==> src/hw/trc_pkg.sv <==
/*
 * constants, types and carriers for the transient response control
 * path of the power stage. assumes a single 20 mhz clock and voltage
 * samples arriving already digitised as unsigned codes.
 */
// Function
// - quantise output minus reference to 6-bit error
// - transient pulses only outside voltage window
// - reference held at load-line midpoint, thresholds relative
// - overshoot and undershoot thresholds set independently
// - overshoot pulse while voltage above overshoot threshold
// - undershoot pulse while voltage below undershoot threshold
// - threshold offsets programmable in 7.5mV steps
package trc_pkg;
    localparam int VOLT_W = 12;
    localparam int ERR_W = 6;
    localparam int OFS_W = 5;
    localparam int WIDE_W = 14;
    // voltage code resolution and threshold step, microvolts
    localparam int LSB_UV = 2500;
    localparam int STEP_UV = 7500;
    localparam int STEP_LSB = STEP_UV / LSB_UV;
    // error word drops this many low bits of the difference
    localparam int ERR_SHIFT = 1;
    localparam logic signed [WIDE_W-1:0] ERR_MAX = 14'sh001f;
    localparam logic signed [WIDE_W-1:0] ERR_MIN = -14'sh0020;
    localparam logic [VOLT_W-1:0] VOLT_MAX = 12'hfff;
    localparam logic [VOLT_W-1:0] REF_RESET = 12'h01e0;
    localparam logic [OFS_W-1:0] OVER_OFS_RESET = 5'h04;
    localparam logic [OFS_W-1:0] UNDER_OFS_RESET = 5'h04;
    localparam logic [ERR_W-1:0] ERR_RESET = 6'h00;

    typedef logic [VOLT_W-1:0] trc_volt_t;

    typedef struct packed {
        logic valid;
        trc_volt_t level;
    } trc_sample_s;

    typedef struct packed {
        logic ref_load;
        trc_volt_t ref_level;
        logic ofs_load;
        logic [OFS_W-1:0] over_ofs;
        logic [OFS_W-1:0] under_ofs;
    } trc_cfg_s;

    typedef enum logic [1:0] {
        TRC_WIN_IN = 2'b00,
        TRC_WIN_OVER = 2'b01,
        TRC_WIN_UNDER = 2'b10
    } trc_win_e;
endpackage

==> src/hw/trc_top.sv <==
/*
 * transient response control path of the power stage: error word
 * quantiser and overshoot/undershoot pulse generation around a held
 * reference. assumes all inputs are synchronous to clk and the
 * controller takes error words and pulses as they appear.
 */
`timescale 1ns/1ps
module trc_top (
    input wire logic clk,
    input wire logic rst,
    input trc_pkg::trc_sample_s sample,
    input trc_pkg::trc_cfg_s cfg,
    output logic [trc_pkg::ERR_W-1:0] error_word,
    output logic error_valid,
    output logic overshoot_pulse,
    output logic undershoot_pulse,
    output trc_pkg::trc_volt_t transient_reference_level
);
    import trc_pkg::*;

    logic [OFS_W-1:0] over_ofs;
    logic [OFS_W-1:0] under_ofs;
    trc_volt_t next_ref;
    logic [OFS_W-1:0] next_over_ofs;
    logic [OFS_W-1:0] next_under_ofs;
    trc_volt_t over_thr;
    trc_volt_t under_thr;
    logic [ERR_W-1:0] next_error_word;
    logic next_error_valid;
    logic over_flag;
    logic under_flag;
    logic signed [WIDE_W-1:0] diff;
    logic signed [WIDE_W-1:0] scaled;

    // threshold a number of 7.5 mv steps above or below reference
    function automatic trc_volt_t thr_calc(input trc_volt_t ref_in,
                                           input logic [OFS_W-1:0] code,
                                           input logic up);
        logic [WIDE_W-1:0] span;
        logic [WIDE_W-1:0] wide_ref;
        logic [WIDE_W-1:0] sum;
        span = WIDE_W'(code) * WIDE_W'(STEP_LSB);
        wide_ref = WIDE_W'(ref_in);
        if (up) begin
            sum = wide_ref + span;
            thr_calc = (sum > WIDE_W'(VOLT_MAX)) ? VOLT_MAX
                                                 : sum[VOLT_W-1:0];
        end else begin
            thr_calc = (span > wide_ref) ? '0
                                         : VOLT_W'(wide_ref - span);
        end
    endfunction

    // reference and offsets held until reloaded
    always_comb begin
        next_ref = transient_reference_level;
        next_over_ofs = over_ofs;
        next_under_ofs = under_ofs;
        if (cfg.ref_load) begin
            next_ref = cfg.ref_level;
        end
        if (cfg.ofs_load) begin
            next_over_ofs = cfg.over_ofs;
            next_under_ofs = cfg.under_ofs;
        end
    end

    always_ff @(posedge clk or posedge rst) begin
        if (rst) begin
            transient_reference_level <= REF_RESET;
            over_ofs <= OVER_OFS_RESET;
            under_ofs <= UNDER_OFS_RESET;
        end else begin
            transient_reference_level <= next_ref;
            over_ofs <= next_over_ofs;
            under_ofs <= next_under_ofs;
        end
    end

    // both thresholds measured from the held reference
    assign over_thr = thr_calc(transient_reference_level, over_ofs,
                               1'b1);
    assign under_thr = thr_calc(transient_reference_level, under_ofs,
                                1'b0);

    // error: output minus reference, shifted and saturated to 6 bits
    always_comb begin
        diff = $signed(WIDE_W'(sample.level))
             - $signed(WIDE_W'(transient_reference_level));
        scaled = diff >>> ERR_SHIFT;
        next_error_valid = sample.valid;
        next_error_word = error_word;
        if (sample.valid) begin
            if (scaled > ERR_MAX) begin
                next_error_word = ERR_MAX[ERR_W-1:0];
            end else if (scaled < ERR_MIN) begin
                next_error_word = ERR_MIN[ERR_W-1:0];
            end else begin
                next_error_word = scaled[ERR_W-1:0];
            end
        end
    end

    always_ff @(posedge clk or posedge rst) begin
        if (rst) begin
            error_word <= ERR_RESET;
            error_valid <= 1'b0;
            overshoot_pulse <= 1'b0;
            undershoot_pulse <= 1'b0;
        end else begin
            error_word <= next_error_word;
            error_valid <= next_error_valid;
            overshoot_pulse <= over_flag;
            undershoot_pulse <= under_flag;
        end
    end

    trc_window_cmp u_cmp (
        .clk(clk),
        .rst(rst),
        .sample(sample),
        .over_thr(over_thr),
        .under_thr(under_thr),
        .over_flag(over_flag),
        .under_flag(under_flag)
    );

    // helper terms for checking
    logic above;
    logic below;
    assign above = sample.valid && (sample.level > over_thr);
    assign below = sample.valid && (sample.level < under_thr);
endmodule

==> src/hw/trc_window_cmp.sv <==
/*
 * window comparator: flags samples above the overshoot threshold or
 * below the undershoot threshold. assumes thresholds are stable codes
 * in the same units as the samples.
 */
`timescale 1ns/1ps
module trc_window_cmp (
    input wire logic clk,
    input wire logic rst,
    input trc_pkg::trc_sample_s sample,
    input wire trc_pkg::trc_volt_t over_thr,
    input wire trc_pkg::trc_volt_t under_thr,
    output logic over_flag,
    output logic under_flag
);
    import trc_pkg::*;

    trc_win_e state;
    trc_win_e next_state;

    // state only moves on a fresh sample; overshoot checked first
    always_comb begin
        next_state = state;
        if (sample.valid) begin
            if (sample.level > over_thr) begin
                next_state = TRC_WIN_OVER;
            end else if (sample.level < under_thr) begin
                next_state = TRC_WIN_UNDER;
            end else begin
                next_state = TRC_WIN_IN;
            end
        end
    end

    always_ff @(posedge clk or posedge rst) begin
        if (rst) begin
            state <= TRC_WIN_IN;
        end else begin
            state <= next_state;
        end
    end

    assign over_flag = (state == TRC_WIN_OVER);
    assign under_flag = (state == TRC_WIN_UNDER);
endmodule

==> config.mk <==
export PLATFORM = sky130hd
export DESIGN_NAME = trc_top
export DESIGN_NICKNAME = d
export VERILOG_FILES = /design/src/hw/trc_pkg.sv /design/src/hw/trc_top.sv /design/src/hw/trc_window_cmp.sv
export SDC_FILE = /design/constraint.sdc
export NUM_CORES = 1
export LEC_CHECK = 0
export ABC_AREA = 1
export BUFFER_PORTS_ARGS = -buffer_cell sky130_fd_sc_hd__buf_2
export CORE_MARGIN = 5
export CORE_UTILIZATION = 35
export CTS_CLUSTER_SIZE = 16
export DETAILED_ROUTE_END_ITERATION = 10
export PLACE_DENSITY = 0.63
export SKIP_LAST_GASP = 1
export SLEW_MARGIN = 20
export SYNTH_ARGS = -nofsm -noshare
export SYNTH_HDL_FRONTEND = slang
export SYNTH_SLANG_ARGS = --single-unit
==> constraint.sdc <==
create_clock -name clk -period 4 [get_ports clk]
set_input_delay 0.6 -clock clk [delete_from_list [all_inputs] [get_ports clk]]
set_output_delay 0.6 -clock clk [all_outputs]
set_load 0.03 [all_outputs]
==> results by group, run 1 <==
Run status
  • Outcome: finished clean

Global routing
  • GRT Util Overall: approximately 15%
  • First-pass GRT wire length: roughly 16000 microns
  • Initial antenna violation count: 0
  • Overflow after GRT: 0
  • Vias in the first global route: between 3k and 4k
  • Largest net degree at the start of global routing: 25

Synth
  • Top-area cell type share of the netlist area: a little under 20%
  • Post-synth EDFFs: 0
  • Sequential fraction of the synthesis area: about a quarter
  • Top_reg_cell synth: dfrtp_1
  • Top-count cell post-synth: nand2_1
  • Synth top area cells: ha_1 19%, dfrtp_1 19%, nand2_1 14%
  • Post-Syn Nets: approximately 600
  • Yosys warns: 0
  • Yosys reg bits: 33
  • FFs w/ async S/R, synth: 100%
  • Syn Std Cell Area: ~3600 sq um
  • Synth cell types: 37
  • Commonest cells in the netlist: 131 x nand2_1, 67 x inv_1, 55 x ha_1, 40 x a21oi_1, 34 x nand3_1
  • Syn avg cell area: approximately 7.1 sq um
  • Synthesized instance count: about 500
  • Most area-hungry cell type in the Yosys netlist: ha_1

Hold path
  • Hold Crit Class: in2async

Cells and area
  • Multi-input gate area: around 2500 sq um
  • Fin nets: 679
  • Util after Layout: between 40 and 50%
  • Sequential cell area: between 800 and 900 sq um
  • Layout cells sized above 1: 23.2%
  • Ant diodes: 0
  • Layout fillers: a little over 1k
  • Fin area: about 4300 sq um
  • Layout area overhead: 20.8%

Critical path
  • R2R Path Start: over_ofs[2]$_DFFE_PP1P_
  • Critical path arrival: about 4.1 ns
  • Worst R2R Path Depth: 22
  • CP max FO: 4
  • Critical R2R Capture: u_cmp.state[1]$_DFFE_PP0P_
  • Critical path launch point: over_ofs[2]$_DFFE_PP1P_
  • Critical path class: reg2reg
  • Crit path to: u_cmp.state[1]$_DFFE_PP0P_
  • Type of element capturing the critical path: flip-flop
  • Worst reg2reg setup slack: around 0.17 ns
  • CP startpoint kind: flip-flop
  • Req. time, crit path: about 4.2 ns

Clock tree
  • CTS buffer count: 5
  • CTS tree: done
  • H-tree depth: 2
  • Clock latency on the worst-skew pair: ~0.29 ns
  • Clk root buf: clkbuf_8
  • Max clock buf depth: 2
  • Worst-path clk slew: 0.08 ns
  • Num Clock Sinks: 33

Placed design
  • Post-DP HPWL: about 8000 microns
  • Placer Congestion: just under 0.9
  • Post-DP Area: slightly above 4000 sq um
  • IO Port Bufs: 59

Route
  • DRC viols: 0
  • Vias per inst: slightly below 5
  • Initial detailed-routing violation count: ~180
  • Antenna viol nets, final: 0
  • Routed vias: around 3.4k
  • DRT Wirelength: approximately 9700 microns
  • Wire per inst: 13.5 microns
  • First-pass DRT Iterations: 5

Timing
  • Slew HR: a little over half
  • Min cycle time layout: approximately 3.8 ns
  • Count of final setup violators: 0
  • Setup repair after global routing missed its margin: yes
  • Fin. Hold Viols: 0
  • Tcrit/Tclk final: 95.8%
  • Final Max Slew Viols: 0
  • Clk_skew: 0.00932 ns
  • Least-Margin Pin Slew: roughly 0.68 ns
  • Fmax: about 260 MHz

Power
  • Pleak: roughly 2.3 nW
  • Worst IR Drop VDD: approximately 0.00018 V
  • Power Density: 402 nW/um^2
  • Tot Pwr: ~1.7 mW

Floorplan
  • Die Y: between 100 and 150 microns
  • IO Pins: 60
  • Die Area: roughly 12000 sq um
  • Starting Density: between 30% and 40%
  • Core area: 10100 sq um
  • Rows: 37
  • Die W: between 100 and 150 microns

Flow run
  • Max_cap viols: 0
-- layer usage --
metal	share of wire, %	GRT usage (%)	vias to the layer above	routed length, microns
met1	46	20.4	1550	4430
met5	0	0	-	0
met2	48	25.8	82	4600
met4	1.6	3.81	0	150
li1	-	-	1804	-
met3	5.0	2.62	10	482
-- per-stage QoR --
stage               std cells  hold slack, ns  setup TNS [ns]  setup slack [ns]
floorplan                 503           0.400               0             0.455
global placement          697           0.411               0             0.194
detailed placement        697           0.414               0            0.0506
CTS                       705           0.412               0            0.0311
global route              714           0.438         -0.0604           -0.0604
finish                    714           0.395               0             0.166
-- flip-flops by register name (all words and copies together) (netlist names) --
signal	count
error_word	6
undershoot_pulse	1
transient_reference_level	12
u_cmp.state	2
under_ofs	5
overshoot_pulse	1
over_ofs	5
error_valid	1
-- cell usage in the layout, fill, tap and decap left out, types with 10 or more instances in the layout --
cell,synthesis,routed
nor2_1,32,31
buf_4,1,11
nand4_1,10,10
nand3_1,34,32
o21ai_0,29,27
inv_1,67,63
buf_2,0,59
a21oi_1,40,33
inv_2,6,10
ha_1,55,54
a21oi_2,3,10
dfrtp_1,27,27
nand2_1,131,129
-- logic make-up after synthesis --
kind of cell	Yosys count	share of synthesized area (%)
AND/OR/NAND/NOR	231	28.1
XOR/XNOR	10	2.44
AO/OA/AOI/OAI	81	12.3
multiplexers	6	1.89
flip-flops	33	23.3
buffers and inverters	79	8.38
adder cells (fa/ha/maj)	63	23.7
-- area by class of cell --
| type | count | area share (%) |
|---|---|---|
| multi-input combinational | 391 | 58.7 |
| inverter | 74 | 6.41 |
| tap | 136 | 3.93 |
| sequential | 33 | 19.2 |
| clock buffer | 6 | 1.68 |
| clock inverter | 2 | 0.809 |
| timing repair buffer | 72 | 9.25 |
-- worst min path at each step --
stage | from | end | slack, ns | cells past startpoint
finish | rst | transient_reference_level[2]$_DFFE_PP0P_ | 0.39 | 2
global route | u_cmp.state[0]$_DFFE_PP0P_ | undershoot_pulse$_DFF_PP0_ | 0.44 | 1
CTS | rst | transient_reference_level[2]$_DFFE_PP0P_ | 0.41 | 2
detailed placement | u_cmp.state[0]$_DFFE_PP0P_ | undershoot_pulse$_DFF_PP0_ | 0.41 | 1
global placement | u_cmp.state[0]$_DFFE_PP0P_ | undershoot_pulse$_DFF_PP0_ | 0.41 | 1
floorplan | u_cmp.state[0]$_DFFE_PP0P_ | undershoot_pulse$_DFF_PP0_ | 0.40 | 1
-- report_power, final --
part / internal (mW) / leakage [nW] / switching [mW]
Clock: 0.185 / 0.0552 / 0.139
Combinational: 0.396 / 1.87 / 0.598
Sequential: 0.382 / 0.386 / 0.0415
-- what timing repair did --
action                     CTS  global route
hold buffers                 0             0
buffers inserted             0             9
setup endpoints to repair    0             2
gates resized for setup      0            28
-- critical path, stage by stage, from the launching register on --
cell and delay, ns:
dfstp_2 0.55, inv_2 0.05, fa_1 0.59, inv_2 0.06, ha_4 0.27, nand3_4 0.06
nand2_2 0.08, a21oi_2 0.05, o21bai_1 0.17, nand2_1 0.09, nand2_1 0.08, nand2_2 0.08
nor3_4 0.27, buf_6 0.16, a21oi_2 0.04, ha_1 0.29, nand2_1 0.07, nor3_2 0.20
nand3_1 0.15, a2bb2oi_4 0.18, nor3_2 0.17, nand2_1 0.06, nand2_1 0.06
Note: power is estimated with default switching activity, not from simulation.
==> run 2: changes to the inputs <==
PLACE_DENSITY = default   (was 0.63)
==> run 2 against run 1 <==
Compared with the run above:
- die area unchanged
- utilization decreased by 0.52 points
- sequential power about the same
- flip-flop and latch count unchanged
- critical path type unchanged
==> results by group, run 2 (synthesized netlist as in run 1, its figures left out) <==
Power
  • Clock network power share: 18.8%
  • Worst IR Drop VDD: roughly 0.00018 V
  • Reg power frac: approximately a quarter
  • Pleak: around 2.3 nW
  • Power Density: just over 400 nW/um^2
  • Combinational Power Share: a little under three fifths
  • Tot Pwr: around 1.7 mW
  • Switching Power: 770 uW
  • Switch share: roughly 45%
  • P_int: around 950 uW

Timing
  • Least-Margin Pin Slew: about 0.43 ns
  • Fin. Hold Viols: 0
  • Setup TNS: 0 ns
  • Min cycle time layout: approximately 3.8 ns
  • Count of final setup violators: 0
  • Fmax: 264 MHz
  • Setup repair after global routing missed its margin: yes
  • Tcrit/Tclk final: 94.7%
  • Final Max Slew Viols: 0
  • Clk_skew: roughly 0.0093 ns
  • Slew HR: a little under three quarters
  • Worst setup margin: approximately 0.21 ns

Cells and area
  • Largest Register: transient_reference_level
  • Most common cell after layout, fill and taps aside: nand2_1
  • Max FFs per register: 12
  • Commonest cells after routing, fill and taps aside: 128 x nand2_1, 64 x inv_1, 59 x buf_2
  • Final Non-Filler Cells: 708
  • Layout fillers: 1076
  • Layout area overhead: 19.4%
  • Util after Layout: 42.2%
  • Top flop regs: transient_reference_level (12), error_word (6)
  • Fin nets: ~670
  • Ant diodes: 0
  • Layout cells sized above 1: 22.2%

Route
  • Routed vias: roughly 3.5k
  • Initial detailed-routing violation count: 151
  • Antenna viol nets, final: 0
  • DRC viols: 0
  • Vias per inst: 4.98
  • DRT Wirelength: between 9000 and 10000 microns
  • First-pass DRT Iterations: 4
  • Wire per inst: 13.6 microns

Critical path
  • CP startpoint kind: flip-flop
  • Critical path class: reg2reg
  • Worst R2R Path Depth: 22
  • CP max-delay cell: fa_2
  • Most frequent CP cell: nand2_1
  • CP max FO: 4
  • Critical Path Max Stage Delay: 0.56 ns
  • Critical R2R Capture: u_cmp.state[1]$_DFFE_PP0P_
  • R2R Path Start: over_ofs[2]$_DFFE_PP1P_
  • Crit-path cells: inv_2, fa_2, inv_2, ha_4, nand3_2, nand2_2, a21oi_2, o21bai_1, nand2_1, nand2_2, nand2_4, nor3_4, buf_4, a21oi_1, ha_1, nand2_1, nor3_2, nand3_1, a2bb2oi_2, nor3_1, nand2_1, nand2_1
  • Worst reg2reg setup slack: roughly 0.21 ns
  • Type of element capturing the critical path: flip-flop
  • Critical path arrival: 4.03 ns
  • Req. time, crit path: between 4 and 5 ns

Floorplan
  • Starting Density: a little over a third
  • Die Y: 111 microns
  • Core area: 10100 sq um
  • Die Area: around 12000 sq um
  • Die W: between 100 and 150 microns
  • IO Pins: 60
  • Rows: 37

Flow run
  • Max_cap viols: 0

Global routing
  • Overflow after GRT: 0
  • Initial antenna violation count: 0
  • GRT Util Overall: 15.5%
  • Vias in the first global route: 3554
  • First-pass GRT wire length: ~16000 microns
  • Largest net degree at the start of global routing: 34

Clock tree
  • Clk root buf: clkbuf_8
  • Worst-path clk slew: about 0.080 ns
  • Max clock buf depth: 2
  • H-tree depth: 2
  • CTS buffer count: 5
  • Clock latency on the worst-skew pair: ~0.29 ns
  • CTS tree: done
  • Num Clock Sinks: 33

Placed design
  • Post-DP HPWL: 7920 microns
  • Placer Congestion: 0.883
  • IO Port Bufs: just under 60
  • Placed cell count: roughly 700
  • Place WS: -0.000197 ns

Run status
  • Outcome: finished clean

Hold path
  • Hold Crit Class: in2async
==> run 2: cell types whose count changed in the layout (fill, tap and decap cells not counted), moves of 2 or more <==
cell,previous run,this run
a21oi_1,33,36
o21ai_1,3,1
buf_6,2,0
buf_4,11,6
a21oi_2,10,7
==> run 2: cell type report <==
type / count / area (sq um) / area share (%)
tap: 136 / 170 / 3.98
clock buffer: 6 / 72.6 / 1.70
clock inverter: 2 / 35.0 / 0.819
timing repair buffer: 65 / 340 / 7.96
inverter: 74 / 278 / 6.49
sequential: 33 / 833 / 19.5
multi-input combinational: 392 / 2550 / 59.6
==> run 2: what timing repair did <==
item	4_1_cts	5_1_grt
pin swaps	1	16
cloned	1	0
hold buffers	0	0
endpoints found under the setup margin	1	2
setup buffers	0	2
resized for setup	0	22
==> run 2: worst max path at each step <==
stage / start / end / slack [ns]
after floorplan: transient_reference_level[2]$_DFFE_PP0P_ / u_cmp.state[1]$_DFFE_PP0P_ / 0.45
after global placement: over_ofs[2]$_DFFE_PP1P_ / u_cmp.state[1]$_DFFE_PP0P_ / 0.07
after detailed placement: over_ofs[2]$_DFFE_PP1P_ / u_cmp.state[1]$_DFFE_PP0P_ / -0.0002
after CTS: over_ofs[2]$_DFFE_PP1P_ / u_cmp.state[1]$_DFFE_PP0P_ / 0.04
after global routing: over_ofs[2]$_DFFE_PP1P_ / u_cmp.state[1]$_DFFE_PP0P_ / -0.08
final: over_ofs[2]$_DFFE_PP1P_ / u_cmp.state[1]$_DFFE_PP0P_ / 0.21
==> run 2: per-stage QoR <==
step | hold WS (ns) | area (sq um)
floorplan | 0.400 | 3580
global placement | 0.415 | 4060
detailed placement | 0.406 | 4060
CTS | 0.397 | 4170
global route | 0.440 | 4280
finish | 0.382 | 4280
==> run 2: per-layer routing <==
metal  GRT usage (%)  vias to the layer above  part of all wire [%]
li1                -                     1794                     -
met1            19.9                     1631                    46
met2            26.8                       84                    47
met3            2.73                       19                   4.7
met4            4.30                        0                   2.3
met5               0                        -                     0
==> run 2: worst max-delay path, delay by kind of cell (launching register included) <==
kind                     cells  cell delay [ns]
AND/OR/NAND/NOR             12             1.41
AO/OA/AOI/OAI                4             0.43
buffers and inverters        3             0.27
flip-flops                   1             0.54
adder cells (fa/ha/maj)      3             1.08
==> run 2: power groups by stage <==
stage / Clock, mW / Sequential (mW) / Combinational, mW
floorplan: 0 / 0.481 / 0.639
global placement: 0 / 0.429 / 0.910
detailed placement: 0 / 0.431 / 0.925
CTS: 0.333 / 0.424 / 0.936
global route: 0.348 / 0.433 / 1.11
finish: 0.323 / 0.424 / 0.973
==> run 3: changes to the inputs <==
==> constraint.sdc (replaced) <==
create_clock -name clk -period 4 [get_ports clk]
set_input_delay 0.4 -clock clk [delete_from_list [all_inputs] [get_ports clk]]
set_output_delay 0.4 -clock clk [all_outputs]
set_load 0.03 [all_outputs]
==> run 3 against run 2 <==
Compared with the run above:
- worst hold slack lost 0.20 ns
- utilization decreased by 0.43 points
- global-route usage decreased by 0.19 points
- combinational power shrank 2.3%
- cell area is 1.0% lower
- sequential share of layout area up 0.20 points
- clock power barely moved
- die area stayed put
- power fell by 1.3%
- cell count up 0.28%
- sequential power about the same
- clock-buffer cell count unchanged
- largest cell class unchanged
==> results by group, run 3 (synthesized netlist as in run 1, its figures left out) <==
Flow run
  • Max_cap viols: 0

Timing
  • Final Max Slew Viols: 0
  • Worst hold slack: around 0.18 ns
  • Fmax: approximately 270 MHz
  • Min cycle time layout: 3.74 ns
  • Tcrit/Tclk final: a little over nine tenths
  • Slew HR: between 70 and 80%
  • Worst setup margin: 0.255 ns
  • Clk_skew: 0.00904 ns
  • Least-Margin Pin Slew: between 0.4 and 0.5 ns
  • Fin. Hold Viols: 0
  • Count of final setup violators: 0

Route
  • Antenna viol nets, final: 0
  • DRC viols: 0
  • Initial detailed-routing violation count: approximately 150
  • Wire per inst: about 13 microns
  • First-pass DRT Iterations: 4
  • DRT Wirelength: 9260 microns
  • Vias per inst: between 4 and 5
  • Routed vias: 3437

Floorplan
  • Core area: approximately 10000 sq um
  • Starting Density: a little over a third
  • IO Pins: 60
  • Rows: 37
  • Die Y: about 110 microns
  • Die Area: roughly 12000 sq um
  • Die W: 111 microns

Critical path
  • Critical Path Max Stage Delay: between 0.5 and 0.6 ns
  • Critical path class: reg2reg
  • CP max-delay cell: dfstp_2
  • CP max FO: 3
  • Crit-path cells: inv_1, fa_1, buf_4, fa_1, inv_1, a21oi_1, nor2_1, nand3_1, nor2_1, nand2_1, a21oi_1, ha_1, a21oi_1, o21ai_0, a21oi_1, a2bb2oi_2, nor3_1, nand2_1, nand2_1
  • Req. time, crit path: between 4 and 5 ns
  • CP startpoint kind: flip-flop
  • Most frequent CP cell: a21oi_1
  • Type of element capturing the critical path: flip-flop
  • Critical path arrival: 3.98 ns

Clock tree
  • CTS tree: done
  • Clk root buf: clkbuf_8
  • Num Clock Sinks: 33
  • Max clock buf depth: 2
  • H-tree depth: 2
  • Clock latency on the worst-skew pair: 0.30 ns
  • Worst-path clk slew: 0.08 ns
  • CTS buffer count: 5

Placed design
  • Place WS: -0.0738 ns
  • Post-DP HPWL: 7840 microns
  • Post-DP Area: about 4000 sq um
  • Placer Congestion: 0.876
  • IO Port Bufs: about 60

Cells and area
  • Top flop regs: transient_reference_level (12), error_word (6)
  • Largest Register: transient_reference_level
  • Layout area overhead: 18.2%
  • Util after Layout: around two fifths
  • Fin area: 4230 sq um
  • Most common cell after layout, fill and taps aside: nand2_1
  • Ant diodes: 0
  • Max FFs per register: 12
  • Layout cells sized above 1: between 20% and 30%
  • Commonest cells after routing, fill and taps aside: 129 x nand2_1, 67 x inv_1, 59 x buf_2
  • Fin nets: between 600 and 700

Global routing
  • Largest net degree at the start of global routing: 34
  • Initial antenna violation count: 0
  • Overflow after GRT: 0
  • First-pass GRT wire length: roughly 16000 microns
  • GRT Util Overall: between 10% and 20%
  • Vias in the first global route: between 3k and 4k

Power
  • Worst IR Drop VDD: roughly 0.00015 V
  • Tot Pwr: approximately 1.7 mW
  • Pleak: 2.28 nW
  • Power Density: between 400 and 500 nW/um^2

Run status
  • Outcome: finished clean

Hold path
  • Hold Crit Class: in2async
-- run 3: changes by cell type in the layout (fill, tap and decap cells not counted), sizes merged --
cell and delta:
nor3 -1, buf +3
-- run 3: power breakdown --
group,switching [mW],internal (mW)
sequential,0.0389,0.382
clock,0.141,0.185
combinational,0.572,0.379
-- run 3: final cells by class --
type,count,area (sq um)
Fill cell,1049,5900
Sequential cell,33,833
Clock buffer,6,72.6
Inverter,74,278
Tap cell,136,170
Multi-Input combinational cell,391,2480
Timing Repair Buffer,68,367
Clock inverter,2,35.0
-- run 3: worst paths after layout --
check,from,end,depth (start not counted),slack (ns)
max in group asynchronous,rst,transient_reference_level[8]$_DFFE_PP1P_,3,3.47
worst max register to register,over_ofs[2]$_DFFE_PP1P_,u_cmp.state[1]$_DFFE_PP0P_,19,0.26
worst max-delay path,over_ofs[2]$_DFFE_PP1P_,u_cmp.state[1]$_DFFE_PP0P_,19,0.26
worst min-delay path,rst,under_ofs[0]$_DFFE_PP0P_,3,0.18
worst min register to register,u_cmp.state[0]$_DFFE_PP0P_,undershoot_pulse$_DFF_PP0_,1,0.43
min in group clk,cfg[11],transient_reference_level[0]$_DFFE_PP0P_,3,0.30
-- run 3: routing by layer --
| metal | track usage, % | wire length (microns) | part of all wire [%] |
|---|---|---|---|
| met5 | 0 | 0 | 0 |
| met4 | 4.62 | 205 | 2.2 |
| met3 | 2.57 | 421 | 4.5 |
| met2 | 25.3 | 4310 | 47 |
| met1 | 20.5 | 4320 | 47 |
-- run 3: metrics by stage --
step,std cells,setup TNS (ns)
5_1_grt,710,-0.00648
3_3_place_gp,696,-0.0837
3_5_place_dp,696,-0.103
2_1_floorplan,503,0
4_1_cts,706,0
6_report,710,0
-- run 3: timing repair --
| action | CTS | global route |
|---|---|---|
| setup buffers | 2 | 4 |
| setup endpoints to repair | 2 | 2 |
| resized for setup | 0 | 9 |
| hold buffers | 0 | 0 |
| endpoints found under the hold margin | 0 | 0 |
| pin swaps | 1 | 13 |
-- run 3: critical path, delay by kind of cell (launching register included) --
kind	cells	cell delay, ns
simple gates	7	0.74
fa+ha+maj	3	1.21
compound gates	6	0.88
buf+inv	3	0.31
flops	1	0.54
